===== config.mk =====
export PLATFORM = sky130hd
export DESIGN_NAME = nvmseq_core
export DESIGN_NICKNAME = d
export VERILOG_FILES = /design/src/logic/nvmseq_pkg.sv /design/src/logic/nvmseq_core.sv /design/src/logic/nvmseq_addr_counter.sv
export SDC_FILE = /design/constraint.sdc
export NUM_CORES = 1
export LEC_CHECK = 0
export BUFFER_PORTS_ARGS = -buffer_cell sky130_fd_sc_hd__clkbuf_2
export CAP_MARGIN = 25
export CORE_UTILIZATION = 50
export DETAILED_ROUTE_END_ITERATION = 10
export HOLD_SLACK_MARGIN = 0.06
export PLACE_DENSITY = 0.68
export SLEW_MARGIN = 20
export SYNTH_ARGS = -nofsm -noshare
export SYNTH_HDL_FRONTEND = slang
export SYNTH_SLANG_ARGS = --single-unit

===== constraint.sdc =====
create_clock -name core_clk -period 3.41 [get_ports core_clk]
set_input_delay 0.341 -clock core_clk [delete_from_list [all_inputs] [get_ports core_clk]]
set_output_delay 0.341 -clock core_clk [all_outputs]
set_load 0.03 [all_outputs]

===== src/logic/nvmseq_pkg.sv =====
// Constants shared by the command sequencer of the serial programming mode.
// Assumes a 250 MHz core clock and commands already framed into six-bit codes.
// Contract
// - Address counter only counts up; reset only by re-entering programming mode.
// - Increment wraps 7FFFh to 0000h and FFFFh to 8000h.
// - Load-address overwrites the counter; bits above the panel width are ignored.
// - Internal begin writes the row, self-timed, with no erase first.
// - External begin writes the row until the end command arrives.
// - External writes leave configuration and calibration words unchanged.
// - Bulk erase picks regions from address and protection, configuration word 4 last.
// - 0000h-7FFFh: program memory and configuration, plus EEPROM if protected.
// - 8000h-85FFh: program memory, user IDs, configuration by range; EEPROM if protected.
// - E800h-EFFFh erases everything; F000h-FFFFh erases EEPROM only.
// - Flash rows are 32 words; EEPROM rows are one byte.
// - Row erase of program memory is ignored under program protection.
// - Row erase at 8000h-800Ah clears only user IDs.
// - Row erase clears the addressed row, self-timed, no end command.
// - Each load fills one 14-bit latch; extra loads overwrite earlier latches.
// - Latches indexed by low address bits; begin address selects the row.
// - Program protection reads main array as zero and blocks its programming.
// - User IDs and configuration stay programmable and readable regardless of protection.
// - Protections enabled by writing active-low bits to 0; cleared only by bulk erase.
// - Six-bit commands: 06h, 1Dh, 08h, 18h, 0Ah, 09h, 05h.
// - Internal write finishes within 2.5 ms program, 5 ms configuration.
package nvmseq_pkg;

  localparam logic [5:0] CMD_LOAD_CONFIG = 6'h00;
  localparam logic [5:0] CMD_LOAD_DATA = 6'h02;
  localparam logic [5:0] CMD_LOAD_DATA_INC = 6'h22;
  localparam logic [5:0] CMD_READ_DATA = 6'h04;
  localparam logic [5:0] CMD_READ_DATA_INC = 6'h24;
  localparam logic [5:0] CMD_INCREMENT = 6'h06;
  localparam logic [5:0] CMD_LOAD_ADDR = 6'h1d;
  localparam logic [5:0] CMD_BEGIN_INT = 6'h08;
  localparam logic [5:0] CMD_BEGIN_EXT = 6'h18;
  localparam logic [5:0] CMD_END_PROG = 6'h0a;
  localparam logic [5:0] CMD_BULK_ERASE = 6'h09;
  localparam logic [5:0] CMD_ROW_ERASE = 6'h05;

  localparam logic [15:0] ADDR_CONFIG_BASE = 16'h8000;
  localparam logic [15:0] ADDR_MAIN_TOP = 16'h7fff;
  localparam logic [15:0] ADDR_ALL_TOP = 16'hffff;
  localparam logic [15:0] ADDR_USERID_TOP = 16'h800a;
  localparam logic [15:0] ADDR_BE_CFG_TOP = 16'h83ff;
  localparam logic [15:0] ADDR_BE_UID_TOP = 16'h84ff;
  localparam logic [15:0] ADDR_BE_PM_TOP = 16'h85ff;
  localparam logic [15:0] ADDR_BE_ALL_BASE = 16'he800;
  localparam logic [15:0] ADDR_BE_ALL_TOP = 16'hefff;
  localparam logic [15:0] ADDR_EE_BASE = 16'hf000;
  localparam logic [15:0] ADDR_RESET = 16'h0000;

  localparam int FLASH_ROW_WORDS = 32;
  localparam int EE_ROW_WORDS = 1;
  localparam int LATCH_IDX_W = 5;
  localparam int WORD_W = 14;
  localparam int EE_WORD_W = 8;
  localparam int ADDR_W = 16;

  localparam int CLK_MHZ = 250;
  localparam int INT_WRITE_PM_US = 2500;
  localparam int INT_WRITE_CFG_US = 5000;
  localparam int BULK_ERASE_US = 5000;
  localparam int ROW_ERASE_US = 2500;
  localparam int INT_WRITE_PM_CYC = INT_WRITE_PM_US * CLK_MHZ;
  localparam int INT_WRITE_CFG_CYC = INT_WRITE_CFG_US * CLK_MHZ;
  localparam int BULK_ERASE_CYC = BULK_ERASE_US * CLK_MHZ;
  localparam int ROW_ERASE_CYC = ROW_ERASE_US * CLK_MHZ;
  localparam int TIMER_W = 21;

  localparam logic [WORD_W-1:0] ERASED_WORD = 14'h3fff;

  typedef enum logic [2:0] {
    NVMSEQ_IDLE,
    NVMSEQ_INT_WRITE,
    NVMSEQ_EXT_WRITE,
    NVMSEQ_ROW_ERASE,
    NVMSEQ_BULK_ERASE
  } nvmseq_state_t;

endpackage


===== src/logic/nvmseq_core.sv =====
// Command sequencer: latches, row writes, row and bulk erase, protection.
// Assumes framed commands and data arrive as one-cycle strobes; the serial
// clock level is given as a pin and is synchronised here.
`timescale 1ns/100ps
module nvmseq_core (
  input wire logic core_clk,
  input wire logic nrst,
  input wire logic link_clk,
  input wire logic cmd_valid,
  input wire logic [5:0] cmd_code,
  input wire logic [15:0] cmd_data,
  input wire logic [15:0] panel_mask,
  input wire logic target_is_config,
  output logic busy,
  output logic [15:0] addr,
  output logic [13:0] read_data,
  output logic link_clk_edge,
  output logic program_protect_n,
  output logic eeprom_protect_n,
  output logic mem_write,
  output logic mem_write_eeprom,
  output logic [15:0] mem_row_addr,
  output logic [13:0] mem_word,
  output logic [4:0] mem_word_idx,
  output logic row_erase,
  output logic erase_pm,
  output logic erase_ee,
  output logic erase_uid,
  output logic erase_cfg,
  output logic erase_cfg4
);

  nvmseq_pkg::nvmseq_state_t state;
  nvmseq_pkg::nvmseq_state_t next_state;
  logic [13:0] latch [nvmseq_pkg::FLASH_ROW_WORDS];
  logic [nvmseq_pkg::TIMER_W-1:0] timer;
  logic [nvmseq_pkg::TIMER_W-1:0] next_timer;
  logic [5:0] write_idx;
  logic ext_blocked;
  logic link_sync1;
  logic link_sync2;
  logic link_prev;
  logic bulk_cfg_pending;

  // ----------------------------------------------------------------
  // Link clock sampling
  // ----------------------------------------------------------------
  always_ff @(posedge core_clk) begin
    if (!nrst) begin
      link_sync1 <= 1'b0;
      link_sync2 <= 1'b0;
      link_prev <= 1'b0;
      link_clk_edge <= 1'b0;
    end else begin
      link_sync1 <= link_clk;
      link_sync2 <= link_sync1;
      link_prev <= link_sync2;
      link_clk_edge <= link_prev & ~link_sync2;
    end
  end

  // ----------------------------------------------------------------
  // Command decode
  // ----------------------------------------------------------------
  function automatic logic in_range(input logic [15:0] a, input logic [15:0] lo, input logic [15:0] hi);
    in_range = (a >= lo) && (a <= hi);
  endfunction

  wire idle = (state == nvmseq_pkg::NVMSEQ_IDLE);
  wire take = cmd_valid && idle;
  wire is_load_cfg = take && (cmd_code == nvmseq_pkg::CMD_LOAD_CONFIG);
  wire is_load_data = take && ((cmd_code == nvmseq_pkg::CMD_LOAD_DATA) ||
                               (cmd_code == nvmseq_pkg::CMD_LOAD_DATA_INC));
  wire is_read = take && ((cmd_code == nvmseq_pkg::CMD_READ_DATA) ||
                          (cmd_code == nvmseq_pkg::CMD_READ_DATA_INC));
  wire is_inc = take && (cmd_code == nvmseq_pkg::CMD_INCREMENT);
  wire is_load_addr = take && (cmd_code == nvmseq_pkg::CMD_LOAD_ADDR);
  wire is_begin_int = take && (cmd_code == nvmseq_pkg::CMD_BEGIN_INT);
  wire is_begin_ext = take && (cmd_code == nvmseq_pkg::CMD_BEGIN_EXT);
  wire is_end = cmd_valid && (cmd_code == nvmseq_pkg::CMD_END_PROG);
  wire is_bulk = take && (cmd_code == nvmseq_pkg::CMD_BULK_ERASE);
  wire is_row_erase = take && (cmd_code == nvmseq_pkg::CMD_ROW_ERASE);
  // Codes other than the above fall through with no effect
  wire auto_inc = take && cmd_code[5] && (is_load_data || is_read);
  wire [15:0] pc = addr;
  wire [15:0] load_addr = is_load_cfg ? nvmseq_pkg::ADDR_CONFIG_BASE : cmd_data;

  // ----------------------------------------------------------------
  // Region and protection decode
  // ----------------------------------------------------------------
  wire pc_main = in_range(pc, nvmseq_pkg::ADDR_RESET, nvmseq_pkg::ADDR_MAIN_TOP);
  wire pc_eeprom = in_range(pc, nvmseq_pkg::ADDR_EE_BASE, nvmseq_pkg::ADDR_ALL_TOP);
  wire pc_userid = in_range(pc, nvmseq_pkg::ADDR_CONFIG_BASE, nvmseq_pkg::ADDR_USERID_TOP);
  wire pc_cfg_space = in_range(pc, nvmseq_pkg::ADDR_CONFIG_BASE, nvmseq_pkg::ADDR_BE_PM_TOP);
  wire any_protect = ~program_protect_n | ~eeprom_protect_n;
  wire main_locked = pc_main && ~program_protect_n;
  wire ee_locked = pc_eeprom && ~eeprom_protect_n;
  wire cfg_target = pc_cfg_space && target_is_config;

  wire be_r0 = pc_main;
  wire be_r1 = in_range(pc, nvmseq_pkg::ADDR_CONFIG_BASE, nvmseq_pkg::ADDR_BE_CFG_TOP);
  wire be_r2 = in_range(pc, 16'h8400, nvmseq_pkg::ADDR_BE_UID_TOP);
  wire be_r3 = in_range(pc, 16'h8500, nvmseq_pkg::ADDR_BE_PM_TOP);
  wire be_r4 = in_range(pc, nvmseq_pkg::ADDR_BE_ALL_BASE, nvmseq_pkg::ADDR_BE_ALL_TOP);
  wire be_r5 = pc_eeprom;
  wire be_pm = be_r0 | be_r1 | be_r2 | be_r3 | be_r4;
  wire be_ee = ((be_r0 | be_r1 | be_r2 | be_r3) & any_protect) | be_r4 | be_r5;
  wire be_uid = be_r1 | be_r2 | be_r4;
  wire be_cfg = be_r0 | be_r1 | be_r4;

  // Row erase: user IDs always, main array only when unprotected
  wire re_allowed = pc_userid || (pc_main ? program_protect_n : ~ee_locked);

  // Writes: blocked on protected panels, external writes skip configuration
  wire write_allowed = ~main_locked && ~ee_locked;
  wire [nvmseq_pkg::TIMER_W-1:0] int_write_cyc = cfg_target ?
      nvmseq_pkg::TIMER_W'(nvmseq_pkg::INT_WRITE_CFG_CYC) :
      nvmseq_pkg::TIMER_W'(nvmseq_pkg::INT_WRITE_PM_CYC);
  wire [4:0] row_words = pc_eeprom ? 5'(nvmseq_pkg::EE_ROW_WORDS - 1) :
      5'(nvmseq_pkg::FLASH_ROW_WORDS - 1);
  wire [4:0] latch_idx = pc[4:0];
  wire [13:0] load_word = pc_eeprom ? {6'h00, cmd_data[7:0]} : cmd_data[13:0];

  nvmseq_addr_counter u_addr (
    .core_clk(core_clk),
    .nrst(nrst),
    .inc(is_inc | auto_inc),
    .load(is_load_addr | is_load_cfg),
    .load_value(load_addr),
    .panel_mask(is_load_cfg ? 16'hffff : panel_mask),
    .addr(addr)
  );

  // ----------------------------------------------------------------
  // Sequencer
  // ----------------------------------------------------------------
  always_comb begin
    next_state = state;
    next_timer = timer;
    case (state)
      nvmseq_pkg::NVMSEQ_IDLE: begin
        if (is_begin_int && write_allowed) begin
          next_state = nvmseq_pkg::NVMSEQ_INT_WRITE;
          next_timer = int_write_cyc;
        end else if (is_begin_ext && write_allowed) begin
          next_state = nvmseq_pkg::NVMSEQ_EXT_WRITE;
          next_timer = '0;
        end else if (is_row_erase && re_allowed) begin
          next_state = nvmseq_pkg::NVMSEQ_ROW_ERASE;
          next_timer = nvmseq_pkg::TIMER_W'(nvmseq_pkg::ROW_ERASE_CYC);
        end else if (is_bulk) begin
          next_state = nvmseq_pkg::NVMSEQ_BULK_ERASE;
          next_timer = nvmseq_pkg::TIMER_W'(nvmseq_pkg::BULK_ERASE_CYC);
        end
      end
      nvmseq_pkg::NVMSEQ_EXT_WRITE: begin
        if (is_end) begin
          next_state = nvmseq_pkg::NVMSEQ_IDLE;
        end
      end
      nvmseq_pkg::NVMSEQ_INT_WRITE,
      nvmseq_pkg::NVMSEQ_ROW_ERASE,
      nvmseq_pkg::NVMSEQ_BULK_ERASE: begin
        if (timer == '0) begin
          next_state = nvmseq_pkg::NVMSEQ_IDLE;
        end else begin
          next_timer = timer - 1'b1;
        end
      end
      default: begin
        next_state = nvmseq_pkg::NVMSEQ_IDLE;
      end
    endcase
  end

  wire start_write = idle && (next_state == nvmseq_pkg::NVMSEQ_INT_WRITE ||
                              next_state == nvmseq_pkg::NVMSEQ_EXT_WRITE);
  wire bulk_start = idle && (next_state == nvmseq_pkg::NVMSEQ_BULK_ERASE);
  wire bulk_done = (state == nvmseq_pkg::NVMSEQ_BULK_ERASE) && (timer == '0);

  always_ff @(posedge core_clk) begin
    if (!nrst) begin
      state <= nvmseq_pkg::NVMSEQ_IDLE;
      timer <= '0;
    end else begin
      state <= next_state;
      timer <= next_timer;
    end
  end

  // ----------------------------------------------------------------
  // Row data latches
  // ----------------------------------------------------------------
  always_ff @(posedge core_clk) begin
    if (is_load_data || is_load_cfg) begin
      latch[is_load_cfg ? 5'h00 : latch_idx] <= load_word;
    end
  end

  // ----------------------------------------------------------------
  // Row write streaming: one latch per cycle into the addressed row
  // ----------------------------------------------------------------
  always_ff @(posedge core_clk) begin
    if (!nrst) begin
      write_idx <= 6'h20;
      ext_blocked <= 1'b0;
      mem_row_addr <= 16'h0000;
      mem_write_eeprom <= 1'b0;
      mem_write <= 1'b0;
      mem_word <= 14'h0000;
      mem_word_idx <= 5'h00;
    end else begin
      if (start_write) begin
        write_idx <= {1'b0, pc_eeprom ? latch_idx : 5'h00};
        mem_row_addr <= pc_eeprom ? pc : {pc[15:5], 5'h00};
        mem_write_eeprom <= pc_eeprom;
        ext_blocked <= is_begin_ext && cfg_target;
      end else if (!write_idx[5]) begin
        write_idx <= (write_idx[4:0] >= row_words || mem_write_eeprom) ? 6'h20 : write_idx + 6'h01;
      end
      mem_write <= !write_idx[5] && !start_write && !ext_blocked;
      mem_word <= latch[write_idx[4:0]];
      mem_word_idx <= write_idx[4:0];
    end
  end

  // ----------------------------------------------------------------
  // Erase strobes and protection bits
  // ----------------------------------------------------------------
  always_ff @(posedge core_clk) begin
    if (!nrst) begin
      row_erase <= 1'b0;
      erase_pm <= 1'b0;
      erase_ee <= 1'b0;
      erase_uid <= 1'b0;
      erase_cfg <= 1'b0;
      erase_cfg4 <= 1'b0;
      bulk_cfg_pending <= 1'b0;
      program_protect_n <= 1'b1;
      eeprom_protect_n <= 1'b1;
    end else begin
      row_erase <= idle && (next_state == nvmseq_pkg::NVMSEQ_ROW_ERASE);
      erase_pm <= bulk_start && be_pm;
      erase_ee <= bulk_start && be_ee;
      erase_uid <= bulk_start && be_uid;
      erase_cfg <= bulk_start && be_cfg;
      if (bulk_start) begin
        bulk_cfg_pending <= be_cfg;
      end else if (bulk_done) begin
        bulk_cfg_pending <= 1'b0;
      end
      erase_cfg4 <= bulk_done && bulk_cfg_pending;
      if (bulk_done && bulk_cfg_pending) begin
        program_protect_n <= 1'b1;
        eeprom_protect_n <= 1'b1;
      end else if (mem_write && cfg_target && mem_word_idx == 5'h00 && pc[3:0] == 4'h0) begin
        program_protect_n <= program_protect_n & mem_word[0];
        eeprom_protect_n <= eeprom_protect_n & mem_word[1];
      end
    end
  end

  // ----------------------------------------------------------------
  // Status and read path
  // ----------------------------------------------------------------
  always_ff @(posedge core_clk) begin
    if (!nrst) begin
      busy <= 1'b0;
      read_data <= 14'h0000;
    end else begin
      busy <= (next_state != nvmseq_pkg::NVMSEQ_IDLE);
      if (is_read) begin
        read_data <= main_locked ? 14'h0000 : latch[latch_idx];
      end
    end
  end

endmodule


===== src/logic/nvmseq_addr_counter.sv =====
// Program counter of the programming mode: increment with wrap and direct load.
// Assumes commands arrive as one-cycle strobes on core_clk.
`timescale 1ns/100ps
module nvmseq_addr_counter (
  input wire logic core_clk,
  input wire logic nrst,
  input wire logic inc,
  input wire logic load,
  input wire logic [15:0] load_value,
  input wire logic [15:0] panel_mask,
  output logic [15:0] addr
);

  logic [15:0] next_addr;
  logic [15:0] incremented;

  // ----------------------------------------------------------------
  // Wrap at the top of each half
  // ----------------------------------------------------------------
  assign incremented = (addr == nvmseq_pkg::ADDR_MAIN_TOP) ? nvmseq_pkg::ADDR_RESET :
                       (addr == nvmseq_pkg::ADDR_ALL_TOP) ? nvmseq_pkg::ADDR_CONFIG_BASE :
                       addr + 16'h0001;
  assign next_addr = load ? (load_value & panel_mask) :
                     inc ? incremented : addr;

  always_ff @(posedge core_clk) begin
    if (!nrst) begin
      addr <= nvmseq_pkg::ADDR_RESET;
    end else begin
      addr <= next_addr;
    end
  end

endmodule


==> flow_metrics.env <==
export IMPL_grt_overflow=0
export IMPL_r2r_end="u_addr.addr[8]"
export IMPL_cp_max_fo=11
export IMPL_final_max_slew_viol_count=0
export IMPL_timing_final_crit_share_pct=90.2
export IMPL_core_area_mm2=0.0513
export IMPL_die_area_mm2=0.0528
export IMPL_clk_latency_ns=0.62
export IMPL_synth_cell_types=71
export IMPL_reg2regPathDepth=7
export IMPL_multi_input_area_mm2=0.00972
export IMPL_worstPathArrival_ns=3.57
export IMPL_power_total_mw=14.8
export IMPL_io_buffers=119
export IMPL_boundaryPins=120
export IMPL_path_cells="ha_1, nand4_1, nor2_1, a41oi_1, a32oi_1, dlygate4sd3_1, o22ai_1"
export IMPL_fillers=3888
export IMPL_via_per_inst=6.64
export IMPL_fin_nets=1839
export IMPL_outcome="completed"
export IMPL_regArea_mm2=0.0158
export IMPL_rsz0062_at_grt="no"
export IMPL_min_period_ns=3.07
export IMPL_track_usage_pct=29.1
export IMPL_cts_sinks=565
export IMPL_syn2layout_area_growth_pct=15.7
export IMPL_start_kind="flop"
export IMPL_drt_iter0_markers=2260
export IMPL_p_leak_nw=9.55
export IMPL_synth_edf_count=448
export IMPL_whs_path_depth=3
export IMPL_vias=16700
export IMPL_grt_pass1_wl_mm=111
export IMPL_ys_warn_count=0
export IMPL_gp_congestion=0.931
export IMPL_slowest_stage="dfxtp_1"
export IMPL_cpPeakStageDelay_ns=0.61
export IMPL_max_freq_mhz=325
export IMPL_cts_inserted_buffers=58
export IMPL_hold_viol=0
export IMPL_ys_seq_area_share_pct=60.8
export IMPL_cts_clk_slew_worst_paths_ns=0.06
export IMPL_critPathKind="reg -> reg"
export IMPL_die_x_um=230
export IMPL_setup_viol=0
export IMPL_placementRows=83
export IMPL_ant_nets=0
export IMPL_min_to="u_addr.addr[9]"
export IMPL_finClkSkew_ns=0.0169
export IMPL_place_hpwl_mm=50.3
export IMPL_syn_nets=1669
export IMPL_netlist_instances=1617
export IMPL_synth_area_per_cell_um2=16.1
export IMPL_min_delay_path_class="in -> reg"
export IMPL_power_density_mw_per_mm2=491
export IMPL_drive_gt1_share_pct=34.0
export IMPL_cts_resized=0
export IMPL_antenna_found_initial=3
export IMPL_initial_core_util_pct=50.6
export IMPL_grt_pass1_vias=16300
export IMPL_drv_cap=0
export IMPL_synth_main_ff_cell="edfxtp_1"
export IMPL_rrSetupSlack_ns=0.34
export IMPL_clk_path_buf_depth=3
export IMPL_first_pass_iters=6
export IMPL_maxSlewHeadroom_pct=30.0
export IMPL_r2r_start="u_addr.addr[1]"
export IMPL_wire_per_inst_um=30.0
export IMPL_cts_tree="built"
export IMPL_root_buffer="clkbuf_16"
export IMPL_synth_ff_latch_count=565
export IMPL_die_h_um=230
export IMPL_end_kind="flop"
export IMPL_hold_path_startpoint="cmd_data[9]"
export IMPL_grt_max_degree=56
export IMPL_peakVddDrop_uv=374
export IMPL_worst_slew_pin_slew_ns=1.04
export IMPL_htree_levels=2
export IMPL_setup_tns_ns=0
export IMPL_drc_errors=0
export IMPL_critPathRequiredTime_ns=3.91
export IMPL_synth_async_reset_ratio_pct=0
export IMPL_syn_area_mm2=0.0260
export IMPL_finalWirelength_mm=75.6
==> cells by family (layout without fill, tap and decap cells) <==
| logic type | Yosys count | count (layout) | synth area share [%] |
|---|---|---|---|
| DFF | 565 | 565 | 60.8 |
| and+or+nand+nor | 370 | 370 | 7.26 |
| muxes | 282 | 282 | 23.0 |
| AOI/OAI and AO/OA | 256 | 256 | 6.20 |
| buffers and inverters | 132 | 351 | 2.16 |
| adders and majority gates | 9 | 9 | 0.434 |
| xor gates and xnor gates | 3 | 3 | 0.101 |
| other | 0 | 1 | 0 |
==> where the power goes <==
part,switching (mW),internal (mW),total [mW]
Combinational,0.408,0.256,0.664
Sequential,0.0285,7.44,7.47
Clock,2.73,3.89,6.62
==> state kept, by name (all words and copies together) (netlist names), 3 cells and up, named ones only <==
name	flops
latch	448
state	3
timer	21
mem_word_idx	5
write_idx	6
u_addr.addr	16
mem_row_addr	16
mem_word	14
read_data	14
==> critical path, delay by kind of cell, from the launching register on <==
family          cells  cell delay, ns
buf+inv             1            0.59
flops               1            0.61
simple gates        2            0.54
compound gates      3            0.90
fa+ha+maj           1            0.30
==> placed cells by master, fill, tap and decap left out, types with 6 or more instances in the layout <==
cell,count
a32oi_1,9
nand3_1,29
nor2b_1,30
a22oi_1,14
nand3b_1,6
a21oi_1,93
o22ai_1,9
ha_1,9
clkinv_2,7
nand2_1,105
bufinv_16,8
a22o_1,15
or3_1,11
clkbuf_16,61
nor3_2,6
buf_12,13
dfxtp_1,109
a211oi_1,30
nor3_1,20
clkbuf_1,7
mux4_2,252
nor2_1,61
and3_1,8
and2_1,18
nand4_1,7
clkinv_1,10
o21ai_0,42
nor2_2,28
clkbuf_2,119
a31oi_1,10
clkinv_4,6
buf_4,86
clkinvlp_4,6
dlygate4sd3_1,10
edfxtp_1,448
nor3b_1,6
mux2i_1,30
inv_1,12
==> layout make-up <==
type / instances / area share [%]
Antenna cell: 1 / 0.00833
Clock buffer: 69 / 5.21
Clock inverter: 40 / 1.43
Inverter: 13 / 0.162
Multi-Input combinational cell: 920 / 32.3
Sequential cell: 565 / 52.6
Tap cell: 680 / 2.83
Timing Repair Buffer: 229 / 5.38
==> through the flow <==
stage	std cells	area, um2	setup slack, ns	hold slack (ns)	utilization, %
global placement	2396	27900	0.594	0.399	54.5
floorplan	1617	26000	0.372	0.389	-
finish	2517	30100	0.335	0.0780	58.6
CTS	2515	30000	0.435	0.0604	58.5
global route	2516	30100	0.201	0.0831	58.6
detailed placement	2396	27900	0.566	0.409	54.5
==> layer usage <==
metal / routed length, um / GRT usage (%) / vias up / part of all wire (%)
met3: 8020 / 6.66 / 135 / 11
met5: 46 / 0 / - / 0.061
met4: 2350 / 8.96 / 6 / 3.1
li1: - / - / 6954 / -
met2: 36100 / 46.0 / 965 / 48
met1: 29100 / 40.4 / 8641 / 38
==> cell usage after synthesis (4+ instances only) <==
cell | number | share of area [%]
nor2_1 | 88 | 1.3
nand4_1 | 7 | 0.17
buf_1 | 6 | 0.087
or3_1 | 11 | 0.27
o211ai_1 | 5 | 0.14
nor3b_1 | 6 | 0.17
mux4_2 | 252 | 22
a31oi_1 | 10 | 0.24
buf_2 | 37 | 0.71
a211oi_1 | 30 | 0.87
o22ai_1 | 9 | 0.22
o21ai_1 | 4 | 0.077
a32oi_1 | 9 | 0.30
inv_1 | 12 | 0.17
nand3_1 | 29 | 0.56
nand2b_1 | 5 | 0.12
nand3b_1 | 6 | 0.17
and3_1 | 8 | 0.19
a21oi_1 | 93 | 1.8
nor3_1 | 24 | 0.46
clkbuf_1 | 72 | 1.0
a22o_1 | 15 | 0.51
ha_1 | 9 | 0.43
dfxtp_1 | 117 | 9.0
edfxtp_1 | 448 | 52
o21ai_0 | 42 | 0.81
nand2_1 | 105 | 1.5
nor2b_1 | 30 | 0.72
and2_1 | 20 | 0.48
or2_2 | 5 | 0.12
mux2i_1 | 30 | 1.2
a22oi_1 | 14 | 0.40
==> how the worst max path moves through the flow <==
stage                   start         endpoint  slack [ns]  cells after the start
6_report       u_addr.addr[1]   u_addr.addr[8]        0.34                      7
5_1_grt        u_addr.addr[1]   u_addr.addr[8]        0.20                      7
4_1_cts        u_addr.addr[1]   u_addr.addr[8]        0.44                      7
3_5_place_dp   u_addr.addr[2]  u_addr.addr[15]        0.57                      6
3_3_place_gp      cmd_code[0]     latch[31][5]        0.59                      8
2_1_floorplan     cmd_code[3]     latch[31][0]        0.37                      6
==> repair_timing <==
action / in CTS / in global routing
hold buffers: 10 / 0
setup buffers: 0 / 0
hold endpoints to repair: 8 / 0
Power figures use the tool's default switching activity.
